--- config.mk ---
export PLATFORM = sky130hd
export DESIGN_NAME = link_status_and_test_source_ctrl
export DESIGN_NICKNAME = d
export VERILOG_FILES = /design/src/rtl/link_status_pkg.sv /design/src/rtl/pin_sync.sv /design/src/rtl/link_status_and_test_source_ctrl.sv
export VERILOG_INCLUDE_DIRS = /design/src /design/src/rtl
export SDC_FILE = /design/constraint.sdc
export NUM_CORES = 1
export LEC_CHECK = 0
export ABC_AREA = 1
export ABC_CLOCK_PERIOD_IN_PS = 5000
export BUFFER_PORTS_ARGS = -buffer_cell sky130_fd_sc_hd__buf_2
export CAP_MARGIN = 20
export CORE_ASPECT_RATIO = 0.9
export CORE_UTILIZATION = 60
export DETAILED_ROUTE_END_ITERATION = 10
export PLACE_DENSITY = 0.93
export SLEW_MARGIN = 20
export SYNTH_ARGS = -nofsm -noshare
export SYNTH_HDL_FRONTEND = slang
export SYNTH_SLANG_ARGS = --single-unit
--- constraint.sdc ---
create_clock -name core_clk_i -period 5 [get_ports core_clk_i]
set_input_delay 0 -clock core_clk_i [delete_from_list [all_inputs] [get_ports core_clk_i]]
set_output_delay 0 -clock core_clk_i [all_outputs]
set_load 0.03 [all_outputs]
--- src/rtl/link_status_regs.svh ---
`ifndef LINK_STATUS_REGS_SVH
`define LINK_STATUS_REGS_SVH

`define LSC_ADDR_W 15
`define LSC_STATUS_ADDR 15'h006c
`define LSC_CTRL_ADDR 15'h0070
`define LSC_CTRL_RESET 8'h20
`define LSC_ALIGN_BIT 3
`define LSC_PLL_BIT 2
`define LSC_CAL_BIT 1
`define LSC_CLK_BIT 0
`define LSC_TEST_EN_BIT 2
`define LSC_SRC_BIT 0
`define LSC_PAT_POS 16'h66a8
`define LSC_PAT_NEG 16'h9928
`define LSC_PAT_STATIC 16'h66d8
`define LSC_CMD_LAST 5'h0f
`define LSC_FRAME_LAST 5'h17

`endif

--- src/rtl/link_status_pkg.sv ---
package link_status_pkg;

  typedef enum logic [1:0] {
    SPI_IDLE = 2'b00,
    SPI_CMD = 2'b01,
    SPI_DATA = 2'b10,
    SPI_DONE = 2'b11
  } spi_state_type;

  typedef struct packed {
    logic clk_present;
    logic cal_done;
    logic pll_lock;
  } status_in_type;

  typedef struct packed {
    logic csb_n;
    logic sclk;
    logic sdi;
  } spi_pins_type;

endpackage

--- src/rtl/pin_sync.sv ---
`timescale 1ns/1ps
`default_nettype none
module pin_sync #(
  parameter int WIDTH = 1,
  parameter logic [WIDTH-1:0] RESET_VAL = '0
) (
  input wire logic core_clk_i,
  input wire logic arst_n_i,
  input wire logic [WIDTH-1:0] async_i,
  output logic [WIDTH-1:0] level_o
);

  logic [WIDTH-1:0] s1_q;
  logic [WIDTH-1:0] s2_q;
  logic [WIDTH-1:0] s3_q;
  logic [WIDTH-1:0] lvl_q;
  logic [WIDTH-1:0] lvl_d;

  if (WIDTH < 1) begin : g_bad_width
    $error("pin_sync needs at least one bit");
  end

  // s1 feeds only s2; a change counts once s2 and s3 agree
  for (genvar i = 0; i < WIDTH; i++) begin : g_bit
    always_comb begin
      lvl_d[i] = lvl_q[i];
      if (s2_q[i] == s3_q[i]) begin
        lvl_d[i] = s3_q[i];
      end
    end
  end

  always_ff @(posedge core_clk_i or negedge arst_n_i) begin
    if (!arst_n_i) begin
      s1_q <= RESET_VAL;
      s2_q <= RESET_VAL;
      s3_q <= RESET_VAL;
      lvl_q <= RESET_VAL;
    end else begin
      s1_q <= async_i;
      s2_q <= s1_q;
      s3_q <= s2_q;
      lvl_q <= lvl_d;
    end
  end

  assign level_o = lvl_q;

endmodule
`default_nettype wire

--- src/rtl/link_status_and_test_source_ctrl.sv ---
`timescale 1ns/1ps
`default_nettype none
`include "link_status_regs.svh"
module link_status_and_test_source_ctrl #(
  parameter int CHANNELS = 2
) (
  input wire logic core_clk_i,
  input wire logic arst_n_i,
  input wire logic spi_csb_n_i,
  input wire logic spi_sclk_i,
  input wire logic spi_sdi_i,
  output logic spi_sdo_o,
  output logic spi_sdo_oe_o,
  input wire logic sysref_i,
  input wire link_status_pkg::status_in_type status_i,
  input wire logic [CHANNELS-1:0][15:0] core_sample_i,
  input wire logic core_valid_i,
  output logic [CHANNELS-1:0][15:0] path_sample_o,
  output logic path_valid_o,
  output logic output_source_select_o,
  output logic test_pattern_enable_o
);

  if (CHANNELS < 1) begin : g_bad_channels
    $error("at least one channel is required");
  end

  // pin synchronisers
  link_status_pkg::spi_pins_type spi_lvl;
  logic [3:0] misc_lvl;
  logic sysref_lvl;
  link_status_pkg::status_in_type status_lvl;

  pin_sync #(.WIDTH(3), .RESET_VAL(3'h4)) u_spi_sync (
    .core_clk_i(core_clk_i),
    .arst_n_i(arst_n_i),
    .async_i({spi_csb_n_i, spi_sclk_i, spi_sdi_i}),
    .level_o(spi_lvl)
  );

  // status levels come from analog monitors outside this clock
  pin_sync #(.WIDTH(4), .RESET_VAL(4'h0)) u_misc_sync (
    .core_clk_i(core_clk_i),
    .arst_n_i(arst_n_i),
    .async_i({sysref_i, status_i}),
    .level_o(misc_lvl)
  );

  assign sysref_lvl = misc_lvl[3];
  assign status_lvl = misc_lvl[2:0];
  // edge detection on the filtered levels
  logic sclk_prev_q, sclk_prev_d, sysref_prev_q, sysref_prev_d, sclk_rise, sclk_fall, sysref_rise;
  always_comb begin
    sclk_prev_d = spi_lvl.sclk;
    sysref_prev_d = sysref_lvl;
  end
  always_ff @(posedge core_clk_i or negedge arst_n_i) begin
    if (!arst_n_i) begin
      sclk_prev_q <= 1'b0;
      sysref_prev_q <= 1'b0;
    end else begin
      sclk_prev_q <= sclk_prev_d;
      sysref_prev_q <= sysref_prev_d;
    end
  end
  assign sclk_rise = spi_lvl.sclk & ~sclk_prev_q;
  assign sclk_fall = ~spi_lvl.sclk & sclk_prev_q;
  // no phase-adjust qualification: any rising edge counts
  assign sysref_rise = sysref_lvl & ~sysref_prev_q;

  // register state
  logic align_q, align_d, wr_stb;
  logic [7:0] ctrl_q, ctrl_d, status_byte, wr_data;
  logic [`LSC_ADDR_W-1:0] addr_q, addr_d;

  // bits 7:4 belong to link-layer status kept elsewhere; read zero here
  always_comb begin
    status_byte = 8'h00;
    status_byte[`LSC_ALIGN_BIT] = align_q;
    status_byte[`LSC_PLL_BIT] = status_lvl.pll_lock;
    status_byte[`LSC_CAL_BIT] = status_lvl.cal_done;
    status_byte[`LSC_CLK_BIT] = status_lvl.clk_present;
  end

  function automatic logic [7:0] read_byte(input logic [`LSC_ADDR_W-1:0] a,
                                           input logic [7:0] st,
                                           input logic [7:0] ct);
    logic [7:0] r;
    r = 8'h00;
    if (a == `LSC_STATUS_ADDR) begin
      r = st;
    end else if (a == `LSC_CTRL_ADDR) begin
      r = ct;
    end
    return r;
  endfunction

  always_comb begin
    align_d = align_q;
    ctrl_d = ctrl_q;
    // a zero written to the flag, or to read-only bits, changes nothing
    if (wr_stb && addr_q == `LSC_STATUS_ADDR && wr_data[`LSC_ALIGN_BIT]) begin
      align_d = 1'b0;
    end
    // set after clear: an edge in the clearing cycle is kept
    if (sysref_rise) begin
      align_d = 1'b1;
    end
    // reserved bits are stored as written; the host keeps them at default
    if (wr_stb && addr_q == `LSC_CTRL_ADDR) begin
      ctrl_d = wr_data;
    end
  end

  always_ff @(posedge core_clk_i or negedge arst_n_i) begin
    if (!arst_n_i) begin
      align_q <= 1'b0;
      ctrl_q <= `LSC_CTRL_RESET;
    end else begin
      align_q <= align_d;
      ctrl_q <= ctrl_d;
    end
  end

  // spi slave: 1 read bit, 15 address bits, 8 data bits, msb first
  link_status_pkg::spi_state_type state_q, state_d;
  logic [4:0] cnt_q, cnt_d;
  logic [23:0] shift_q, shift_d;
  logic [7:0] rd_q, rd_d;
  logic is_read_q, is_read_d, sdo_q, sdo_d, sdo_oe_q, sdo_oe_d;

  assign wr_data = {shift_q[6:0], spi_lvl.sdi};

  always_comb begin
    state_d = state_q;
    cnt_d = cnt_q;
    shift_d = shift_q;
    addr_d = addr_q;
    is_read_d = is_read_q;
    rd_d = rd_q;
    sdo_d = sdo_q;
    sdo_oe_d = sdo_oe_q;
    wr_stb = 1'b0;
    if (spi_lvl.csb_n) begin
      state_d = link_status_pkg::SPI_IDLE;
      cnt_d = 5'h00;
      sdo_oe_d = 1'b0;
    end else begin
      case (state_q)
        link_status_pkg::SPI_IDLE: begin
          state_d = link_status_pkg::SPI_CMD;
          cnt_d = 5'h00;
        end
        link_status_pkg::SPI_CMD: begin
          if (sclk_rise) begin
            shift_d = {shift_q[22:0], spi_lvl.sdi};
            cnt_d = cnt_q + 5'h01;
            if (cnt_q == `LSC_CMD_LAST) begin
              state_d = link_status_pkg::SPI_DATA;
              is_read_d = shift_q[14];
              addr_d = {shift_q[13:0], spi_lvl.sdi};
              // snapshot taken here; later status changes show next frame
              rd_d = read_byte({shift_q[13:0], spi_lvl.sdi}, status_byte, ctrl_q);
            end
          end
        end
        link_status_pkg::SPI_DATA: begin
          if (sclk_fall && is_read_q) begin
            sdo_d = rd_q[7];
            rd_d = {rd_q[6:0], 1'b0};
            sdo_oe_d = 1'b1;
          end
          if (sclk_rise) begin
            shift_d = {shift_q[22:0], spi_lvl.sdi};
            cnt_d = cnt_q + 5'h01;
            if (cnt_q == `LSC_FRAME_LAST) begin
              state_d = link_status_pkg::SPI_DONE;
              wr_stb = ~is_read_q;
            end
          end
        end
        link_status_pkg::SPI_DONE: begin
          // extra clocks are ignored until chip select rises
          if (sclk_fall) begin
            sdo_oe_d = 1'b0;
          end
        end
        default: begin
          state_d = link_status_pkg::SPI_IDLE;
        end
      endcase
    end
  end

  always_ff @(posedge core_clk_i or negedge arst_n_i) begin
    if (!arst_n_i) begin
      state_q <= link_status_pkg::SPI_IDLE;
      cnt_q <= 5'h00;
      shift_q <= 24'h000000;
      addr_q <= '0;
      is_read_q <= 1'b0;
      rd_q <= 8'h00;
      sdo_q <= 1'b0;
      sdo_oe_q <= 1'b0;
    end else begin
      state_q <= state_d;
      cnt_q <= cnt_d;
      shift_q <= shift_d;
      addr_q <= addr_d;
      is_read_q <= is_read_d;
      rd_q <= rd_d;
      sdo_q <= sdo_d;
      sdo_oe_q <= sdo_oe_d;
    end
  end

  assign spi_sdo_o = sdo_q;
  assign spi_sdo_oe_o = sdo_oe_q;

  // core data source and test pattern
  logic test_en, src_sel, out_valid_q, out_valid_d;
  logic [1:0] phase_q, phase_d;
  logic [CHANNELS-1:0][15:0] out_q, out_d;

  assign test_en = ctrl_q[`LSC_TEST_EN_BIT];
  assign src_sel = ctrl_q[`LSC_SRC_BIT];

  function automatic logic [15:0] ns_pattern(input logic [1:0] ph);
    logic [15:0] w;
    w = 16'h0000;
    case (ph)
      2'h1: w = `LSC_PAT_POS;
      2'h3: w = `LSC_PAT_NEG;
      default: w = 16'h0000;
    endcase
    return w;
  endfunction

  always_comb begin
    phase_d = phase_q;
    out_valid_d = core_valid_i;
    if (core_valid_i) begin
      phase_d = phase_q + 2'h1;
    end
  end

  // replacement happens at the core output only; link-layer patterns are untouched
  for (genvar c = 0; c < CHANNELS; c++) begin : g_chan
    always_comb begin
      out_d[c] = out_q[c];
      if (core_valid_i) begin
        out_d[c] = core_sample_i[c];
        if (test_en) begin
          out_d[c] = src_sel ? `LSC_PAT_STATIC : ns_pattern(phase_q);
        end
      end
    end
  end

  always_ff @(posedge core_clk_i or negedge arst_n_i) begin
    if (!arst_n_i) begin
      phase_q <= 2'h0;
      out_q <= '0;
      out_valid_q <= 1'b0;
    end else begin
      phase_q <= phase_d;
      out_q <= out_d;
      out_valid_q <= out_valid_d;
    end
  end

  assign path_sample_o = out_q;
  assign path_valid_o = out_valid_q;
  assign output_source_select_o = src_sel;
  assign test_pattern_enable_o = test_en;

  logic st_wr, ct_wr;
  assign st_wr = wr_stb && addr_q == `LSC_STATUS_ADDR;
  assign ct_wr = wr_stb && addr_q == `LSC_CTRL_ADDR;
endmodule
`default_nettype wire

# [Word level (Yosys, flattened, before mapping)]
# Cells that the tools add are included.
[word_totals] register_bits=122
[op_classes] n_reduce_logical=18 muxes=29 add_sub_neg=2 bitwise_logic=8 n_eq_ne=28
[op_table] cell="$eq 15x7->1 const B" n=4
[op_table] cell="$mux 16" n=3
[op_table] cell="$mux 8" n=5
[op_table] cell="$pmux 16 s2" n=1
[op_table] cell="$ne 3x2->1 const B" n=6
[op_table] cell="$pmux 8 s2" n=1
[op_table] cell="$mux 2" n=5
[op_table] cell="$mux 5" n=2
[op_table] cell="$pmux 5 s2" n=1
[op_table] cell="$reduce_and 5->1" n=2
[op_table] cell="$mux 1" n=9
[op_table] cell="$reduce_and 3->1" n=3
[op_table] cell="$eq 1x1->1" n=7
[op_table] cell="$eq 2x2->1 const B" n=3
[op_table] cell="$ne 2x2->1 const B" n=3
[op_table] cell="$pmux 2 s3" n=1
[op_table] cell="$reduce_bool 3->1" n=2
[op_table] cell="$add 5x1->5 const B" n=1
[op_table] cell="$eq 5x4->1 const B" n=1
[op_table] cell="$eq 5x5->1 const B" n=1
[op_table] cell="$not 1->1" n=5
[op_table] cell="$eq 2x1->1 const B" n=2
[op_table] cell="$logic_and 1x1->1" n=4
[op_table] cell="$reduce_and 4->1" n=1
[op_table] cell="other kinds (9)" n=12

# [Depth between registers and ports, before layout]
# Gate-level depths: netlist of the first run.
[logic_depth] ltp_word=9 depth_mapped=11

# [Cells and area by module]
# From an unflattened synthesis of the first run, not the netlist that was laid out.
[unflattened] cells_unflattened=538 hier_area_um2=5039.8
[by_module_without_submodules] module="link_status_and_test_source_ctrl" instances=1 cells_per_inst=482 seq_area_each_um2=2353.5 area_per_inst_um2=4220.3
[by_module_without_submodules] module="pin_sync (u_misc_sync)" instances=1 cells_per_inst=32 seq_area_each_um2=400.4 area_per_inst_um2=465.4
[by_module_without_submodules] module="pin_sync (u_spi_sync)" instances=1 cells_per_inst=24 seq_area_each_um2=305.3 area_per_inst_um2=354.1

# [Least setup slack after synthesis of the first run]
# No wires, ideal clock.
[synth_timing] path_kind="register to register" start="register state_q[0]" end="register ctrl_q[2]" arrival_time_ns=1.468 slack_ns=3.413 required_ns=4.881 path_buffers=1 stages_incl_launch_ff=11 setup_time_ns=0.119 path_cell_list="dfrtp_1 -> inv_1 -> ha_1 -> buf_4 -> inv_4 -> nor2_2 -> nand3_1 -> nor2_4 -> nand3_4 -> nand2_1 -> nand2_1"
[synth_via] elab_chain_cells=4
[synth_rtl] element="from (decl)" line="link_status_and_test_source_ctrl.sv:126" source="link_status_pkg::spi_state_type state_q, state_d;"
[synth_rtl] element="from (signal assigned)" line="link_status_and_test_source_ctrl.sv:197" source="state_q <= link_status_pkg::SPI_IDLE;"
[synth_rtl] element="from (signal assigned)" line="link_status_and_test_source_ctrl.sv:206" source="state_q <= state_d;"
[synth_rtl] element="$eq 2x2->1" line="link_status_and_test_source_ctrl.sv:149" source="case (state_q)"
[synth_rtl] element="$mux 1" line="link_status_and_test_source_ctrl.sv:149"
[synth_rtl] element="$mux 1" line="link_status_and_test_source_ctrl.sv:144" source="if (spi_lvl.csb_n) begin"
[synth_rtl] element="$logic_and 1x1->1 (no line)"
[synth_rtl] element="to (signal assigned)" line="link_status_and_test_source_ctrl.sv:118" source="ctrl_q <= `LSC_CTRL_RESET;"
[synth_rtl] element="to (signal assigned)" line="link_status_and_test_source_ctrl.sv:121" source="ctrl_q <= ctrl_d;"
[synth_rtl] element="to (decl)" line="link_status_and_test_source_ctrl.sv:73" source="logic [7:0] ctrl_q, ctrl_d, status_byte, wr_data;"
# Every way passes these cells.
# A chain may end at the register's enable or synchronous reset.

# [Final worst setup path of the first run]
[layout_timing] start="register state_q[0]" end="register ctrl_q[1]"
# The elaborated chain is that of the path after synthesis.

==> metrics.md, run 1 <==
| Metric | Value |
|---|---|
| TritonCTS Sinks | 122 |
| Peak supply drop | 0.346 mV |
| H-tree Lvls | 4 |
| Critical path, cell by cell | inv_1 -> ha_1 -> inv_4 -> nor2_2 -> nand3_1 -> nor2_4 -> nand3_4 -> nand2_1 -> nand2_1 |
| Hold Buf Count CTS | 41 |
| I/O Buffers | 78 |
| Post-synthesis cell area | 4970 um2 |
| Minimum clock period | roughly 2.2 ns |
| Initial antenna violation count | 0 |
| IO Pins | 79 |
| Area Growth Syn to Fin | 29.6% |
| TNS Setup | 0 ns |
| CTS clk-pin slew, worst paths | ~0.060 ns |
| Die width | 98.0 um |
| Setup Buffers After CTS | 0 |
| Global Route Usage Sum | 0.382 |
| Most frequent cells in the layout | nand2_1 (150), dfrtp_1 (117), buf_2 (77) |
| DR DRC count | 4 |
| Critical Path Most Common Cell | nand2_1 |
| Status | finished, violations left |
| DP Area | between 5000 and 6000 um2 |
| Via-to-Cell Ratio | 6.26 |
| Slowest-stage cell, CP | dfrtp_1 |
| DRT iter0 DRCs | 672 |
| Failing checks | DRC |
| WS Path Type | reg -> reg |
| Slew HR | 0.333 |
| Worst slack after detailed placement | roughly 2.5 ns |
| CP Capture Type | register |
| # diodes | 0 |
| First-pass GRT wire length | 24400 um |
| DRT Pass-1 Iters | 9 |
| Slew Limit Fails | 0 |
| LEAKAGE | 3.18 nW |
| Grt ovf | 0 |
| Netlist cell types | 32 |
| Final Hold Viols | 0 |
| Layout cells sized above 1 | 0.197 |
| Final period util | 0.436 |
| Worst EP required | about 5.4 ns |
| Die height | 88.4 um |
| Clock Skew | around 0.0095 ns |
| Max cap viols | 0 |
| Most common cell after layout, fill and taps aside | nand2_1 |
| Worst slew pin tran | 0.994 ns |
| Worst endpoint data arrival time | 2.59 ns |
| Clock Latency Late Sink | 0.52 ns |
| Reg2reg setup slack | approximately 2.8 ns |
| Synthesized area per cell | 9.58 um2 |
| CTS tree | yes |
| Final Wtd Congestion | 0.863 |
| Seq/Total Area, Yosys | 0.615 |
| Fillers | 391 |
| Die area | between 8000 and 9000 um2 |
| Num rows | 31 |
| Peak Freq | 459 MHz |
| Routed WL per cell | 20.4 um |
| Min-Delay Path Class | in -> async |
| Starting Density | 0.619 |
| RSZ-0062 raised after global routing | no |
| Final WS setup | 2.82 ns |
| # setup viols final | 0 |
| Pwr Density | 447 nW/um2 |
| Final wirelength | 15500 um |
| Yosys Warn Count | 0 |
| Post-route ant nets | 0 |
| Startpoint Class | register |
| CP peak stage delay | roughly 0.45 ns |
| Post-DP HPWL | 7170 um |
| Cell area after layout | 6440 um2 |
| CP max FO | 10 |
| CORE AREA | around 8000 um2 |
| Nets | 699 |
| DR vias | 4748 |
| Synth Net Count | roughly 570 |
| Largest net degree at the start of global routing | 63 |
| Mapped Cells | 519 |
| Resize count post-CTS | 0 |
| Yosys reg bits | 122 |
| Num CTS Buffers | 17 |
| Clock root buffer | clkbuf_8 |
| Clock Tree Buf Depth | 2 |
| Vias in the first global route | 4649 |
-- routing by layer --
metal,global-route usage,share of wire,wire (um)
met5,0,0,0
met2,0.601,0.47,7300
met3,0.115,0.10,1620
met1,0.458,0.35,5380
met4,0.277,0.075,1160
-- synth_stat cells --
cell type	count	share of area
nand3_2	1	0.0020
maj3_1	7	0.014
dfrtp_1	117	0.59
a21oi_1	15	0.015
o211ai_1	1	0.0015
inv_4	1	0.0013
nor2_4	1	0.0023
nand2_1	150	0.11
inv_2	3	0.0023
clkbuf_1	7	0.0053
nand3b_1	2	0.0030
ha_1	11	0.028
nor2_1	35	0.026
nor2_2	3	0.0038
xor2_1	1	0.0018
or2_1	3	0.0038
nand3_1	42	0.042
a31oi_1	1	0.0013
o21ai_0	42	0.042
inv_1	37	0.028
or2_4	1	0.0018
nor3_4	1	0.0033
nor3_1	3	0.0030
nand3_4	1	0.0035
o22ai_1	1	0.0013
nand4_1	11	0.014
buf_4	1	0.0015
clkinv_1	2	0.0015
dfstp_2	5	0.026
buf_2	6	0.0060
a22o_1	6	0.011
o21a_1	1	0.0015
-- layout make-up --
type                            instances  area, um2  area share
Tap cell                               99        124      0.0192
Timing Repair Buffer                  122        830       0.129
Multi-Input combinational cell        340       1690       0.262
Clock inverter                         13        140      0.0217
Inverter                               43        164      0.0254
Clock buffer                           19        442      0.0685
Sequential cell                       122       3060       0.475
-- sequential cells by signal, summed over array words and instances, names as in the netlist, 4 cells and up --
name and cells:
u_misc_sync.s2_q 4, rd_q 8, addr_q 15, u_misc_sync.s1_q 4
ctrl_q 8, cnt_q 5, path_sample_o 32, shift_q 15
u_misc_sync.s3_q 4, u_misc_sync.level_o 4
-- critical path: cells and delay by family, from the launching register on --
family	cells	cell delay, ns
DFF	1	0.45
and+or+nand+nor	6	0.96
buffers and inverters	2	0.27
adders and majority gates	1	0.38
-- where the power goes --
group | total [mW] | switching (mW) | internal (mW)
clock network | 1.21 | 0.475 | 0.738
logic | 0.487 | 0.331 | 0.156
registers | 1.18 | 0.101 | 1.08
-- final timing paths --
kind / startpoint / to / depth (start not counted)
max in group asynchronous: arst_n_i / spi_sdo_o$_DFFE_PN0P_ / 3
setup / recovery: state_q[0]$_DFFE_PN0P_ / ctrl_q[1]$_DFFE_PN0P_ / 9
setup reg to reg: state_q[0]$_DFFE_PN0P_ / ctrl_q[1]$_DFFE_PN0P_ / 9
hold / removal: arst_n_i / path_sample_o[0]$_DFFE_PN0P_ / 2
min in group core_clk_i: sysref_i / u_misc_sync.s1_q[3]$_DFF_PN0_ / 2
hold reg to reg: u_misc_sync.s1_q[3]$_DFF_PN0_ / u_misc_sync.s2_q[3]$_DFF_PN0_ / 0
-- stage by stage --
stage	instances	power (mW)	hold WS, ns	utilization
finish	758	2.88	0.0889	0.803
global route	758	2.96	0.119	0.803
detailed placement	684	1.59	0.107	0.678
CTS	757	2.82	0.0951	0.801
global placement	684	1.55	0.0963	0.678
floorplan	519	1.45	-0.296	-
-- kinds of logic (layout without fill, tap and decap cells) --
group                      Yosys count  after routing  synth area share
and+or+nand+nor                    254            254             0.222
buffers and inverters               57            197            0.0458
xor gates and xnor gates             1              1           0.00176
DFF                                122            122             0.615
adders and majority gates           18             18            0.0418
AOI/OAI and AO/OA                   67             67            0.0735
(Power assumes the default switching activity.)
==> run 2, diff against run 1 <==
--- a/config.mk
+++ b/config.mk
@@ -7,13 +7,13 @@
 export NUM_CORES = 1
 export LEC_CHECK = 0
 export ABC_AREA = 1
-export ABC_CLOCK_PERIOD_IN_PS = 5000
+export ABC_CLOCK_PERIOD_IN_PS = 2100
 export BUFFER_PORTS_ARGS = -buffer_cell sky130_fd_sc_hd__buf_2
 export CAP_MARGIN = 20
 export CORE_ASPECT_RATIO = 0.9
-export CORE_UTILIZATION = 60
+export CORE_UTILIZATION = 56
 export DETAILED_ROUTE_END_ITERATION = 10
-export PLACE_DENSITY = 0.93
+export PLACE_DENSITY = 0.88
 export SLEW_MARGIN = 20
 export SYNTH_ARGS = -nofsm -noshare
 export SYNTH_HDL_FRONTEND = slang
==> constraint.sdc (replaced) <==
create_clock -name core_clk_i -period 2.1 [get_ports core_clk_i]
set_input_delay 0 -clock core_clk_i [delete_from_list [all_inputs] [get_ports core_clk_i]]
set_output_delay 0 -clock core_clk_i [all_outputs]
set_load 0.03 [all_outputs]
==> metrics.md, run 2 (same netlist as run 1, synthesis figures left out) <==
| Metric | Value |
|---|---|
| Pwr Density | 1070 nW/um2 (+140%) |
| Die area | 9260 um2 (+7.0%) |
| Vias in the first global route | 4559 (-1.9%) |
| DRT Pass-1 Iters | 6 (-3) |
| Clock Latency Late Sink | 0.54 ns (+0.02 ns) |
| Int Pwr | 4.84 mW (+150%) |
| Part of the power in the clock network | 0.437 (+0.016) |
| Routed WL per cell | 19.0 um (-6.7%) |
| Worst endpoint data arrival time | 2.48 ns (-0.11 ns) |
| Crit path to | ctrl_q[0]$_DFFE_PN0P_ |
| Post-route ant nets | 0 (unchanged) |
| Slew HR | 0.459 (+0.126) |
| Global Route Usage Sum | 0.344 (-0.0379) |
| Clock root buffer | clkbuf_8 |
| Most frequent cells in the layout | nand2_1 (150), dfrtp_1 (117), buf_2 (77) |
| Worst reg2reg endpoint | ctrl_q[0]$_DFFE_PN0P_ |
| H-tree Lvls | 4 (unchanged) |
| Critical path startpoint | state_q[0]$_DFFE_PN0P_ |
| Area Growth Syn to Fin | 32.0% |
| IO Pins | 79 (unchanged) |
| WS Path Type | reg -> reg |
| WL met2 | 7260 um (-0.53%) |
| NetSw | 2.20 mW (+140%) |
| Fillers | 477 (+22%) |
| Num rows | 32 (+3.2%) |
| Sw Ratio | 0.312 (-0.00241) |
| CP max FO | 9 (-1) |
| DR DRC count | 0 (-4) |
| Peak supply drop | 0.939 mV (+170%) |
| Starting Density | 0.578 (-0.0417) |
| CORE AREA | 8610 um2 (+7.2%) |
| Final Hold Viols | 0 (unchanged) |
| CTS tree | yes |
| First-pass GRT wire length | 23300 um (-4.6%) |
| Die height | 91.4 um (+3.4%) |
| Num CTS Buffers | 17 (unchanged) |
| Via-to-Cell Ratio | 5.84 (-6.8%) |
| DR vias | 4572 (-3.7%) |
| Nets | 704 (+0.72%) |
| Reg power frac | 0.398 (-0.013) |
| I/O Buffers | 78 (unchanged) |
| Final wirelength | 14900 um (-3.7%) |
| Initial antenna violation count | 0 (unchanged) |
| CP Capture Type | register |
| Min-Delay Path Class | in -> async |
| Worst r2r src | state_q[0]$_DFFE_PN0P_ |
| Max cap viols | 0 (unchanged) |
| Layout cells sized above 1 | 0.203 (+0.00604) |
| Final WS setup | 0.0624 ns (-2.76 ns) |
| Worst EP required | 2.54 ns (-2.87 ns) |
| # setup viols final | 0 (unchanged) |
| Comb pwr share | 0.165 (-0.004) |
| Final period util | 0.970 (+0.534) |
| Post-DP HPWL | 7040 um (-1.7%) |
| Reg2reg setup slack | 0.06 ns (-2.76 ns) |
| Peak Freq | 491 MHz (+7.0%) |
| Startpoint Class | register |
| Grt ovf | 0 (unchanged) |
| RSZ-0062 raised after global routing | no |
| Largest net degree at the start of global routing | 74 (+17%) |
| Clock Skew | 0.0148 ns (+0.00526 ns) |
| Slew Limit Fails | 0 (unchanged) |
| Post-Route M1 WL | 5390 um (+0.19%) |
| Highest routed layer | met4 |
| TNS Setup | 0 ns (unchanged) |
| CTS clk-pin slew, worst paths | 0.07 ns (about the same) |
| Max FFs per register | 32 (unchanged) |
| Cells on worst reg2reg path | 9 (unchanged) |
| Die width | 101 um (+3.4%) |
| Worst slew pin tran | 0.809 ns (-0.185 ns) |
| Final Wtd Congestion | 0.815 (-5.6%) |
| TritonCTS Sinks | 122 (unchanged) |
| Status | finished clean |
| # diodes | 0 (unchanged) |
| WL met3 | 1180 um (-27%) |
| LEAKAGE | 3.23 nW (+1.7%) |
| Minimum clock period | 2.04 ns (-0.142 ns) |
| DRT iter0 DRCs | 458 (-32%) |
| Worst hold slack | 0.0503 ns (-0.0387 ns) |
| Most common cell after layout, fill and taps aside | nand2_1 |
| Worst slack after detailed placement | 0.190 ns (-2.34 ns) |
| Clock Tree Buf Depth | 2 (unchanged) |
| Finished Core Util | 0.763 (-0.0401) |
-- run 2: cell count changes in the layout (fill, tap and decap cells not counted), sizes merged --
cell,change
buf,+4
clkinvlp,-4
clkinv,+2
inv,+2
bufinv,+1
clkbuf,-1
dlygate4sd3,+1
-- run 2: per-stage QoR --
stage               instance area (um2)  cells  power, mW
floorplan                          4970    519       3.45
global placement                   5500    707       3.70
detailed placement                 5500    707       3.78
CTS                                6540    781       6.86
global route                       6570    783       7.29
finish                             6570    783       7.04
-- run 2: layout make-up --
class,instances,area (um2),area share
repair buffers,127,878,0.134
flip-flops and latches,122,3060,0.466
clock buffers,18,428,0.0652
well taps,119,149,0.0227
inverters,43,164,0.0250
multi-input cells,340,1700,0.259
clock inverters,14,188,0.0286
-- run 2: worst min path at each step --
stage                                                to  slack [ns]  startpoint
after floorplan                   addr_q[0]$_DFFE_PN0P_       -0.30    arst_n_i
after global placement          shift_q[12]$_DFFE_PN0P_       -0.10    arst_n_i
after detailed placement         addr_q[12]$_DFFE_PN0P_       -0.10    arst_n_i
after CTS                 u_misc_sync.s3_q[3]$_DFF_PN0_         0.1    arst_n_i
after global routing      path_sample_o[29]$_DFFE_PN0P_        0.11    arst_n_i
final                     path_sample_o[29]$_DFFE_PN0P_        0.05    arst_n_i
-- run 2: routing by layer --
metal	vias up	global-route usage
li1	1961	-
met5	-	0
met4	0	0.238
met3	112	0.0939
met1	2171	0.402
met2	328	0.549
-- run 2: power groups by stage --
stage          Clock (mW)  Combinational [mW]  Sequential (mW)
3_3_place_gp            0               0.914             2.79
2_1_floorplan           0               0.582             2.87
5_1_grt              3.18                1.29             2.82
6_report             3.08                1.16             2.80
4_1_cts              3.02                1.06             2.78
3_5_place_dp            0               0.974             2.80
-- run 2: repair_timing --
item | CTS | global route
resized for setup | 0 | 2
buffers inserted | 0 | 2
hold buffers | 42 | 0
endpoints found under the setup margin | 0 | 9
hold endpoints to repair | 158 | 0
-- run 2: worst max-delay path, cell delays in order (launching register included) --
cell and delay, ns:
dfrtp_1 0.45, inv_1 0.16, ha_4 0.21, inv_4 0.08, nor2_2 0.12, nand3_1 0.16, nor2_4 0.24, buf_4 0.18
nand4_1 0.14, nand2_1 0.22
